**src/core/clhp_cfg.svh**
```systemverilog
// constants for the character display host port
// assumes inclusion by bare name from clhp files only
`ifndef CLHP_CFG_SVH
`define CLHP_CFG_SVH
`define CLHP_LINE1_BASE   7'h00
`define CLHP_LINE1_LAST   7'h07
`define CLHP_LINE2_BASE   7'h40
`define CLHP_LINE2_LAST   7'h47
`define CLHP_BUSY_BIT     7
`define CLHP_INSTR_BUSY   16'h0008
`define CLHP_DATA_BUSY    16'h0004
`define CLHP_OP_CLEAR     8'h01
`define CLHP_MASK_HOME    8'hfe
`define CLHP_OP_HOME      8'h02
`define CLHP_MASK_ENTRY   8'hfc
`define CLHP_OP_ENTRY     8'h04
`define CLHP_MASK_CGADDR  8'hc0
`define CLHP_OP_CGADDR    8'h40
`define CLHP_MASK_DDADDR  8'h80
`define CLHP_OP_DDADDR    8'h80
`define CLHP_BLANK_CHAR   8'h20
`define CLHP_ADDR_ZERO    7'h00
`define CLHP_GLYPH_PATTERN_RAM_AW     6
`endif

```
**src/core/clhp_pkg.sv**
```systemverilog
// types shared by the character display host port
// assumes clhp_cfg.svh is on the include path
package clhp_pkg;
  typedef enum logic [1:0] {
    CLHP_IDLE  = 2'b00,
    CLHP_FETCH = 2'b01,
    CLHP_BUSY  = 2'b11
  } clhp_state_t;
endpackage : clhp_pkg

```
**src/core/clhp_ram_if.sv**
```systemverilog
// interface between the port logic and its display and glyph stores
// assumes one clock shared by both ends
`timescale 1ns/1ns
interface clhp_ram_if;
  logic       we;        // write strobe
  logic       sel_glyph; // high selects glyph store
  logic [6:0] addr;      // word index
  logic [7:0] wdata;     // write byte
  logic [7:0] rdata;     // read byte, same cycle
  modport port (output we, output sel_glyph, output addr, output wdata, input rdata);
  modport mem  (input we, input sel_glyph, input addr, input wdata, output rdata);
endinterface : clhp_ram_if

```
**src/core/clhp_port.sv**
```systemverilog
// parallel host port of a character display controller
// assumes the host drives select, read/write, enable and bus from outside the clock domain
//
// Notes on behaviour
// - two 8-bit registers exist: one for instruction codes, one for RAM data in transit.
// - the select input picks the instruction side when low and the data side when high.
// - the instruction register can be written but never read back by the host.
// - select,rw of 00 writes an instruction, 01 reads status, 10 writes RAM, 11 reads RAM.
// - a status read puts the busy flag on the top bus line and the address counter below it.
// - the address counter is seven bits wide, read on lines 0 to 6.
// - every RAM byte the host writes or reads passes through the data holding register.
// - writing an address instruction fetches the addressed byte into the data holding register.
// - while an internal operation runs the busy flag is high and instructions are ignored.
// - each RAM write or read made while not busy steps the address counter by one in the configured direction.
// - eight two-way lines carry data; the host drives on writes, the device on reads.
// - line one maps to addresses 00 to 07 and line two to 40 to 47, hexadecimal.
`timescale 1ns/1ns
`include "clhp_cfg.svh"
module clhp_port import clhp_pkg::*; #(
  parameter int INSTR_CYC = `CLHP_INSTR_BUSY,
  parameter int DATA_CYC  = `CLHP_DATA_BUSY
) (
  // clock and reset
  input  wire logic       i_mclk,
  input  wire logic       i_rst_n,
  // host control pins
  input  wire logic       i_reg_select,
  input  wire logic       i_rw,
  input  wire logic       i_en,
  // parallel_bus_lines, split three ways
  input  wire logic [7:0] i_bus,
  output logic      [7:0] o_bus,
  output logic            o_bus_oe,
  // status view
  output logic            o_busy_flag,
  output logic      [6:0] o_addr_counter
);
  typedef struct packed {
    clhp_state_t st;
    logic [7:0]  instr_reg;
    logic [7:0]  data_hold_reg;
    logic [6:0]  addr_counter;
    logic        sel_glyph;
    logic        incr;
    logic [15:0] cnt;
    logic        en_d;
    logic [7:0]  rd_byte;
    logic        oe;
    logic        clr_run;
  } clhp_port_st_t;
  clhp_port_st_t st_r, st_nxt;

  // longest busy stretch: the longer count plus the fetch cycle and one spare
  localparam int BUSY_MAX = ((INSTR_CYC > DATA_CYC) ? INSTR_CYC : DATA_CYC) + 2;

  logic [10:0] pin_s;
  logic        rs_s, rw_s, en_s;
  logic [7:0]  bus_s;
  logic        en_rise, en_fall;
  clhp_ram_if  ram_bus ();

  // synchronise every pin
  clhp_sync #(.W(11)) u_sync (
    .i_mclk  (i_mclk),
    .i_rst_n (i_rst_n),
    .i_d     ({i_reg_select, i_rw, i_en, i_bus}),
    .o_q     (pin_s)
  );
  assign {rs_s, rw_s, en_s, bus_s} = pin_s;
  assign en_rise = en_s && !st_r.en_d;
  assign en_fall = !en_s && st_r.en_d;

  clhp_ram u_ram (
    .i_mclk  (i_mclk),
    .i_rst_n (i_rst_n),
    .ram     (ram_bus.mem)
  );

  // next state: decode accesses, run internal operations
  always_comb begin
    st_nxt      = st_r;
    st_nxt.en_d = en_s;
    ram_bus.we        = 1'b0;
    ram_bus.sel_glyph = st_r.sel_glyph;
    ram_bus.addr      = st_r.addr_counter;
    ram_bus.wdata     = st_r.data_hold_reg;
    // read strobe high: present status or RAM byte
    if (en_rise && rw_s) begin
      st_nxt.oe = 1'b1;
      if (!rs_s) begin
        st_nxt.rd_byte = {st_r.st != CLHP_IDLE, st_r.addr_counter};
      end else begin
        st_nxt.rd_byte = st_r.data_hold_reg;
      end
    end
    if (en_fall) begin
      st_nxt.oe = 1'b0;
    end
    case (st_r.st)
      CLHP_IDLE: begin
        // write: capture on falling strobe
        if (en_fall && !rw_s && !rs_s) begin
          st_nxt.instr_reg = bus_s;
          st_nxt.cnt       = 16'(INSTR_CYC);
          st_nxt.st        = CLHP_BUSY;
          if (bus_s == `CLHP_OP_CLEAR) begin
            st_nxt.addr_counter = `CLHP_ADDR_ZERO;
            st_nxt.sel_glyph    = 1'b0;
            st_nxt.incr         = 1'b1;
            st_nxt.clr_run      = 1'b1;
          end else if ((bus_s & `CLHP_MASK_HOME) == `CLHP_OP_HOME) begin
            st_nxt.addr_counter = `CLHP_ADDR_ZERO;
            st_nxt.sel_glyph    = 1'b0;
          end else if ((bus_s & `CLHP_MASK_ENTRY) == `CLHP_OP_ENTRY) begin
            st_nxt.incr = bus_s[1];
          end else if ((bus_s & `CLHP_MASK_DDADDR) == `CLHP_OP_DDADDR) begin
            st_nxt.addr_counter = bus_s[6:0];
            st_nxt.sel_glyph    = 1'b0;
            st_nxt.st           = CLHP_FETCH;
          end else if ((bus_s & `CLHP_MASK_CGADDR) == `CLHP_OP_CGADDR) begin
            st_nxt.addr_counter = {1'b0, bus_s[5:0]};
            st_nxt.sel_glyph    = 1'b1;
            st_nxt.st           = CLHP_FETCH;
          end
        end else if (en_fall && rs_s) begin
          // RAM write or read through the holding register
          if (!rw_s) begin
            ram_bus.wdata        = bus_s;
            ram_bus.we           = 1'b1;
            st_nxt.data_hold_reg = bus_s;
          end
          st_nxt.addr_counter = st_r.incr ? st_r.addr_counter + 7'h01
                                          : st_r.addr_counter - 7'h01;
          st_nxt.cnt = 16'(DATA_CYC);
          st_nxt.st  = CLHP_FETCH;
        end
      end
      CLHP_FETCH: begin
        // load the byte at the new address for a following read
        st_nxt.data_hold_reg = ram_bus.rdata;
        st_nxt.st            = CLHP_BUSY;
      end
      CLHP_BUSY: begin
        // blank the display cell by cell while clearing
        if (st_r.clr_run) begin
          ram_bus.we    = 1'b1;
          ram_bus.wdata = `CLHP_BLANK_CHAR;
          ram_bus.addr  = st_r.cnt[3] ? `CLHP_LINE2_BASE | 7'(st_r.cnt[2:0])
                                      : `CLHP_LINE1_BASE | 7'(st_r.cnt[2:0]);
        end
        // new instructions are ignored here
        if (st_r.cnt <= 16'h0001) begin
          st_nxt.st      = CLHP_IDLE;
          st_nxt.cnt     = '0;
          st_nxt.clr_run = 1'b0;
        end else begin
          st_nxt.cnt = st_r.cnt - 16'h0001;
        end
      end
      default: st_nxt.st = CLHP_IDLE;
    endcase
  end

  always_ff @(posedge i_mclk) begin
    if (!i_rst_n) begin
      st_r      <= '0;
      st_r.incr <= 1'b1;
    end else begin
      st_r <= st_nxt;
    end
  end

  // outputs from flip-flops
  assign o_bus          = st_r.rd_byte;
  assign o_bus_oe       = st_r.oe;
  assign o_busy_flag    = st_r.st != CLHP_IDLE;
  assign o_addr_counter = st_r.addr_counter;

  // busy must fall within the instruction time
  AST_BUSY_ENDS: assert property (@(posedge i_mclk) disable iff (!i_rst_n)
    $rose(o_busy_flag) |-> ##[1:BUSY_MAX] !o_busy_flag)
    else $error("busy flag did not clear in time");
  // no instruction taken while busy
  AST_NO_INSTR_BUSY: assert property (@(posedge i_mclk) disable iff (!i_rst_n)
    (o_busy_flag && st_r.st == CLHP_BUSY) |=> $stable(st_r.instr_reg))
    else $error("instruction register changed while busy");
  // status read shows busy on the top line
  AST_STATUS_BIT: assert property (@(posedge i_mclk) disable iff (!i_rst_n)
    (en_rise && rw_s && !rs_s) |=> (o_bus[`CLHP_BUSY_BIT] == $past(o_busy_flag) && o_bus_oe))
    else $error("status byte lacks busy flag");
  // data access steps the counter by one
  AST_AC_STEP: assert property (@(posedge i_mclk) disable iff (!i_rst_n)
    (st_r.st == CLHP_IDLE && en_fall && rs_s) |=>
      (o_addr_counter == $past(o_addr_counter) + 7'h01 || o_addr_counter == $past(o_addr_counter) - 7'h01))
    else $error("address counter did not step");
  // bus not driven by the port after a write strobe rises
  AST_OE_WRITE: assert property (@(posedge i_mclk) disable iff (!i_rst_n)
    (en_rise && !rw_s) |=> !o_bus_oe)
    else $error("bus driven on a write");
  // RAM write goes through the holding register
  AST_DR_WRITE: assert property (@(posedge i_mclk) disable iff (!i_rst_n)
    (st_r.st == CLHP_IDLE && en_fall && rs_s && !rw_s) |=> st_r.data_hold_reg == $past(bus_s))
    else $error("holding register missed write byte");
  // address set leads to fetch then busy
  AST_FETCH: assert property (@(posedge i_mclk) disable iff (!i_rst_n)
    (st_r.st == CLHP_FETCH) |=> (st_r.st == CLHP_BUSY && st_r.data_hold_reg == $past(ram_bus.rdata)))
    else $error("fetch did not load the holding register");
  // instruction capture on select low write
  AST_IR_LOAD: assert property (@(posedge i_mclk) disable iff (!i_rst_n)
    (st_r.st == CLHP_IDLE && en_fall && !rs_s && !rw_s) |=> (st_r.instr_reg == $past(bus_s) && o_busy_flag))
    else $error("instruction not captured");
endmodule : clhp_port

```
**src/core/clhp_ram.sv**
```systemverilog
// display char store and glyph pattern store in flip-flops
// assumes a synchronous active-low reset on i_mclk
`timescale 1ns/1ns
`include "clhp_cfg.svh"
module clhp_ram import clhp_pkg::*; #(
  parameter int DW = 8
) (
  // clock and reset
  input  wire logic i_mclk,
  input  wire logic i_rst_n,
  // access from the port
  clhp_ram_if.mem   ram
);
  localparam int GN = 1 << `CLHP_GLYPH_PATTERN_RAM_AW;
  typedef struct packed {
    logic [15:0][DW-1:0] disp;
    logic [GN-1:0][DW-1:0] glyph;
  } clhp_ram_st_t;
  clhp_ram_st_t st_r, st_nxt;
  logic [2:0] col;
  logic       line_ok;

  // map the two display lines onto eight cells each
  assign col     = ram.addr[2:0];
  assign line_ok = (ram.addr >= `CLHP_LINE1_BASE && ram.addr <= `CLHP_LINE1_LAST) ||
                   (ram.addr >= `CLHP_LINE2_BASE && ram.addr <= `CLHP_LINE2_LAST);

  // read mux, unmapped display cells read as zero
  always_comb begin
    if (ram.sel_glyph) begin
      ram.rdata = st_r.glyph[ram.addr[`CLHP_GLYPH_PATTERN_RAM_AW-1:0]];
    end else if (line_ok) begin
      ram.rdata = st_r.disp[{ram.addr[6], col}];
    end else begin
      ram.rdata = '0;
    end
  end

  // write path
  always_comb begin
    st_nxt = st_r;
    if (ram.we && ram.sel_glyph) begin
      st_nxt.glyph[ram.addr[`CLHP_GLYPH_PATTERN_RAM_AW-1:0]] = ram.wdata;
    end else if (ram.we && line_ok) begin
      st_nxt.disp[{ram.addr[6], col}] = ram.wdata;
    end
  end

  always_ff @(posedge i_mclk) begin
    if (!i_rst_n) begin
      st_r <= '0;
    end else begin
      st_r <= st_nxt;
    end
  end
endmodule : clhp_ram

```
**src/core/clhp_sync.sv**
```systemverilog
// two-flop synchroniser for a bundle of pin inputs
// assumes inputs are asynchronous to i_mclk
`timescale 1ns/1ns
module clhp_sync #(
  parameter int W = 11
) (
  // clock and reset
  input  wire logic         i_mclk,
  input  wire logic         i_rst_n,
  // pins in, synchronised out
  input  wire logic [W-1:0] i_d,
  output logic      [W-1:0] o_q
);
  typedef struct packed {
    logic [W-1:0] s1;
    logic [W-1:0] s2;
  } clhp_sync_st_t;
  clhp_sync_st_t st_r, st_nxt;

  // first stage feeds only the second
  always_comb begin
    st_nxt.s1 = i_d;
    st_nxt.s2 = st_r.s1;
  end

  always_ff @(posedge i_mclk) begin
    if (!i_rst_n) begin
      st_r <= '0;
    end else begin
      st_r <= st_nxt;
    end
  end
  assign o_q = st_r.s2;
endmodule : clhp_sync

```
**config.mk**
```make
export PLATFORM = sky130hd
export DESIGN_NAME = clhp_port
export DESIGN_NICKNAME = d
export VERILOG_FILES = /design/src/core/clhp_pkg.sv /design/src/core/clhp_ram_if.sv /design/src/core/clhp_port.sv /design/src/core/clhp_ram.sv /design/src/core/clhp_sync.sv
export VERILOG_INCLUDE_DIRS = /design/src /design/src/core
export SDC_FILE = /design/constraint.sdc
export NUM_CORES = 2
export LEC_CHECK = 0
export ABC_AREA = 1
export BUFFER_PORTS_ARGS = -buffer_cell sky130_fd_sc_hd__buf_2
export CORE_MARGIN = 2
export CORE_UTILIZATION = 30
export CTS_BUF_LIST = sky130_fd_sc_hd__clkbuf_8
export DETAILED_ROUTE_END_ITERATION = 12
export GPL_TIMING_DRIVEN = 0
export SLEW_MARGIN = 10
export SYNTH_ARGS = -nofsm -noshare
export SYNTH_HDL_FRONTEND = slang
export SYNTH_SLANG_ARGS = --single-unit
```
**constraint.sdc**
```tcl
create_clock -name i_mclk -period 3.35 [get_ports i_mclk]
set_input_delay 0.67 -clock i_mclk [delete_from_list [all_inputs] [get_ports i_mclk]]
set_output_delay 0.67 -clock i_mclk [all_outputs]
set_load 0.1 [all_outputs]
```
==> key figures <==
Outcome
  • Status: complete, but fails checks
  • Violated checks: setup timing

Logic synthesis
  • FFs w/ async S/R, synth: 0%
  • Syn_nets: 4548
  • XOR/XNOR Fraction of Synth Area: 0.2192%
  • Compound-Gate Fraction of Synth Area: a little under a quarter
  • Simple-gate portion of the synthesized area: 23.54%
  • Largest family of logic cells by synthesized area: compound AO/OA/AOI/OAI gates
  • Mean Syn Cell Area: 7.064 µm²
  • Post-synth cell types: 46
  • Mux share of post-synthesis cell area: 0%
  • Gate Count Post-Synth: 4524
  • Syn. warnings: 0
  • Syn Std Cell Area: 31960 µm²
  • Synth Area in Adders: 0.4541%
  • EDFF count, synth: 0
  • Most used DFF post-synth: dfxtp_1
  • Register area share after synthesis: 44.35%
  • Flops & latches, synth: 708

STA
  • Final WS setup: -0.1176 ns
  • Fin. max-slew vios: 0
  • Worst hold slack: 0.07352 ns
  • Worst-margin pin slew: 1.202 ns
  • Hold Vio Cnt, Final: 0
  • Period minus WS final: around 3.5 ns
  • Setup Viol. Count Final: 8
  • Worst Skew: 0.04147 ns
  • Final worst-path cycle share: 103.5%
  • Worst slew margin: just under 20%
  • Max Clk Rate: 0.2884 GHz
  • RSZ-0062 raised after global routing: yes

Floorplan
  • Core area: ~110000 µm²
  • IO Pins: 30
  • Row cnt: 119
  • Die Width: 330.4 µm
  • Initial Utilization: 30.32%
  • Chip height: 330.4 µm
  • DIE AREA: 109200 µm²

Worst setup path
  • CP top delay family: simple AND/OR/NAND/NOR gates
  • Worst R2R End: st_r[40]$_SDFFE_PN0P_
  • Cell Chain, Critical Path: ha_2 > nand3_4 > buf_1 > nand3_1 > nand2_1 > nand2_1 > nand3_1 > nand3_1 > nand2_1 > nand2_1 > nand2_1 > inv_1 > nand2_1 > nand2_1 > nand2_1 > nand2_1 > a21oi_1
  • Crit. path cell count: 17
  • CP arrival: 4.18 ns
  • R2r startpoint: st_r[52]$_SDFFE_PN0P_
  • R2R depth: 17
  • Crit path kind: flip-flop to flip-flop
  • Startpoint types: flip-flop
  • WP data required: 4.06 ns
  • Worst reg2reg setup slack: -0.12 ns
  • Largest stage delay, worst path: 0.92 ns
  • CP most frequent cell: nand2_1
  • Capturing element type of the critical path: flip-flop
  • Critical-path top delay cell: buf_1
  • Buffers & Inverters on Critical Path: 2
  • Crit path max fanout: 10

Placed design
  • Hpwl dp: approximately 97 mm
  • Port bufs: 28
  • Pre-CTS WS: -1.385 ns
  • RePlAce Congestion: 1.008
  • Dpl cell area: 33890 µm²

Drt
  • WL final: approximately 140 mm
  • First drt pass iteration count: 8
  • Drt first-iter violations: ~5000
  • DRC: 0
  • Vias per cell: 5.474
  • WL/cell: 23.03 µm
  • Final ANT Viol Nets: 0
  • Via count: 33860

Final layout
  • Finished Core Util: 35.35%
  • Layout Cell Area excl Fill: 37260 µm²
  • Area Growth Syn to Fin: 16.60%
  • Commonest non-fill, non-tap cell in the layout: nand2_1
  • Most frequent cells in the layout: 1245 x nand2_1, 707 x dfxtp_1, 697 x a21oi_1
  • Share of cells above drive strength 1: 12.67%
  • Layout Nets: 4723
  • Fillcell total: roughly 11000

Clocking
  • Clk sinks: 708
  • Num CTS Buffers: 118
  • Clock Latency Late Sink: around 0.78 ns
  • CTS tree: done
  • H-tree Lvls: 3
  • Root buffer cell: clkbuf_8
  • CTS hold repair buffers: 0
  • Clock Pin Slew Worst Setup and Hold Paths: 0.08 ns
  • Clock Path Buffers: 3

GRT
  • Gr ovfl total: 0
  • Vias in the first global route: 30420
  • Initial antenna violation count: 4
  • Largest net degree at the start of global routing: 16
  • Global-route wire length before repair: 203.5 mm
  • All-Layer GR Usage: 25.11%

Power and ir drop
  • Peak VDD IR: roughly 0.3 mV
  • Pleak: 15.68 nW
  • Pwr Total: 0.01958 W
  • P per Cell Area: 525.4 nW/µm²

Worst hold path
  • Critical hold path startpoint: i_bus[7]
  • Worst Hold Class: input pin to flip-flop
  • Min-Delay Path Depth: 3
  • WHS Endpoint: u_sync.st_nxt[7]$_SDFF_PN0_

Job
  • Maxcap violations: 0
## sequential cells by signal, summed over array words and instances (netlist names)
| signal | cells |
|---|---|
| ram_bus.sel_glyph | 1 |
| u_sync.o_q | 11 |
| o_addr_counter | 7 |
| st_r | 29 |
| o_bus | 8 |
| o_bus_oe | 1 |
| u_sync.st_nxt | 11 |
| u_ram.st_r | 640 |
## cell usage after synthesis (all sizes together) (7+ instances only)
cell type / number / share of area (%)
inv: 219 / 2.6
buf: 169 / 2.8
clkbuf: 199 / 2.3
nand3: 275 / 4.3
a31oi: 8 / 0.20
o21ai: 676 / 11
nand2: 1263 / 15
nor2: 190 / 3.8
ha: 10 / 0.39
o22ai: 17 / 0.33
a22oi: 47 / 1.1
nor3: 9 / 0.17
a21oi: 697 / 11
xor2: 7 / 0.19
dfxtp: 708 / 44
## kinds of logic (layout without fill, tap and decap cells)
group | after synthesis | after routing
adders and majority gates | 11 | 11
buffers and inverters | 590 | 858
and+or+nand+nor | 1745 | 1745
xor gates and xnor gates | 8 | 8
DFF | 708 | 708
other | 0 | 3
AOI/OAI and AO/OA | 1462 | 1462
## worst min-delay path, stage by stage
cell and delay, ns:
buf_2 0.07, nand2_1 0.04, inv_1 0.04
## layer usage
metal	track usage [%]	wire length [µm]
met1	33.81	58600
met2	36.78	59400
met3	6.929	17140
met4	12.26	7320
met5	0.3913	13
## what timing repair did
action                                  4_1_cts  5_1_grt
endpoints found under the setup margin      405      312
pin swaps                                     3        9
resized for setup                           160      148
buffers inserted                              3       20
## how the worst max path moves through the flow
stage,start,to,slack [ns]
finish,st_r[52]$_SDFFE_PN0P_,st_r[40]$_SDFFE_PN0P_,-0.12
global placement,st_r[52]$_SDFFE_PN0P_,u_ram.st_r[621]$_SDFFE_PN0P_,-1.71
floorplan,st_r[52]$_SDFFE_PN0P_,u_ram.st_r[557]$_SDFFE_PN0P_,0.56
detailed placement,st_r[52]$_SDFFE_PN0P_,st_r[42]$_SDFFE_PN0P_,-1.39
CTS,st_r[52]$_SDFFE_PN0P_,st_r[41]$_SDFFE_PN0P_,0.005
global route,st_r[52]$_SDFFE_PN0P_,u_ram.st_r[426]$_SDFFE_PN0P_,-0.03
## metrics by stage
step,std cells,TNS [ns]
finish,6186,-0.2359
global route,6185,-0.4923
CTS,6163,0
detailed placement,5948,-76.34
global placement,5943,-198.86
floorplan,4524,0
## power breakdown
| part | internal (W) | switching (W) |
|---|---|---|
| clock network | 0.00442 | 0.00379 |
| logic | 0.000579 | 0.00223 |
| registers | 0.00849 | 0.0000733 |
## layout make-up
cell class                 instances  area, µm²  share of cell area, %
inverter                         222      849.6                  2.280
antenna                            3      7.507                0.02015
clock buffer                     155       2133                  5.725
timing repair buffer              56      374.1                  1.004
tap                             1391       1740                  4.670
buffer                           367       2085                  5.594
clock inverter                    58      356.6                 0.9569
multi-input combinational       3226      15540                  41.71
sequential                       708      14170                  38.04
(Power assumes the default switching activity.)
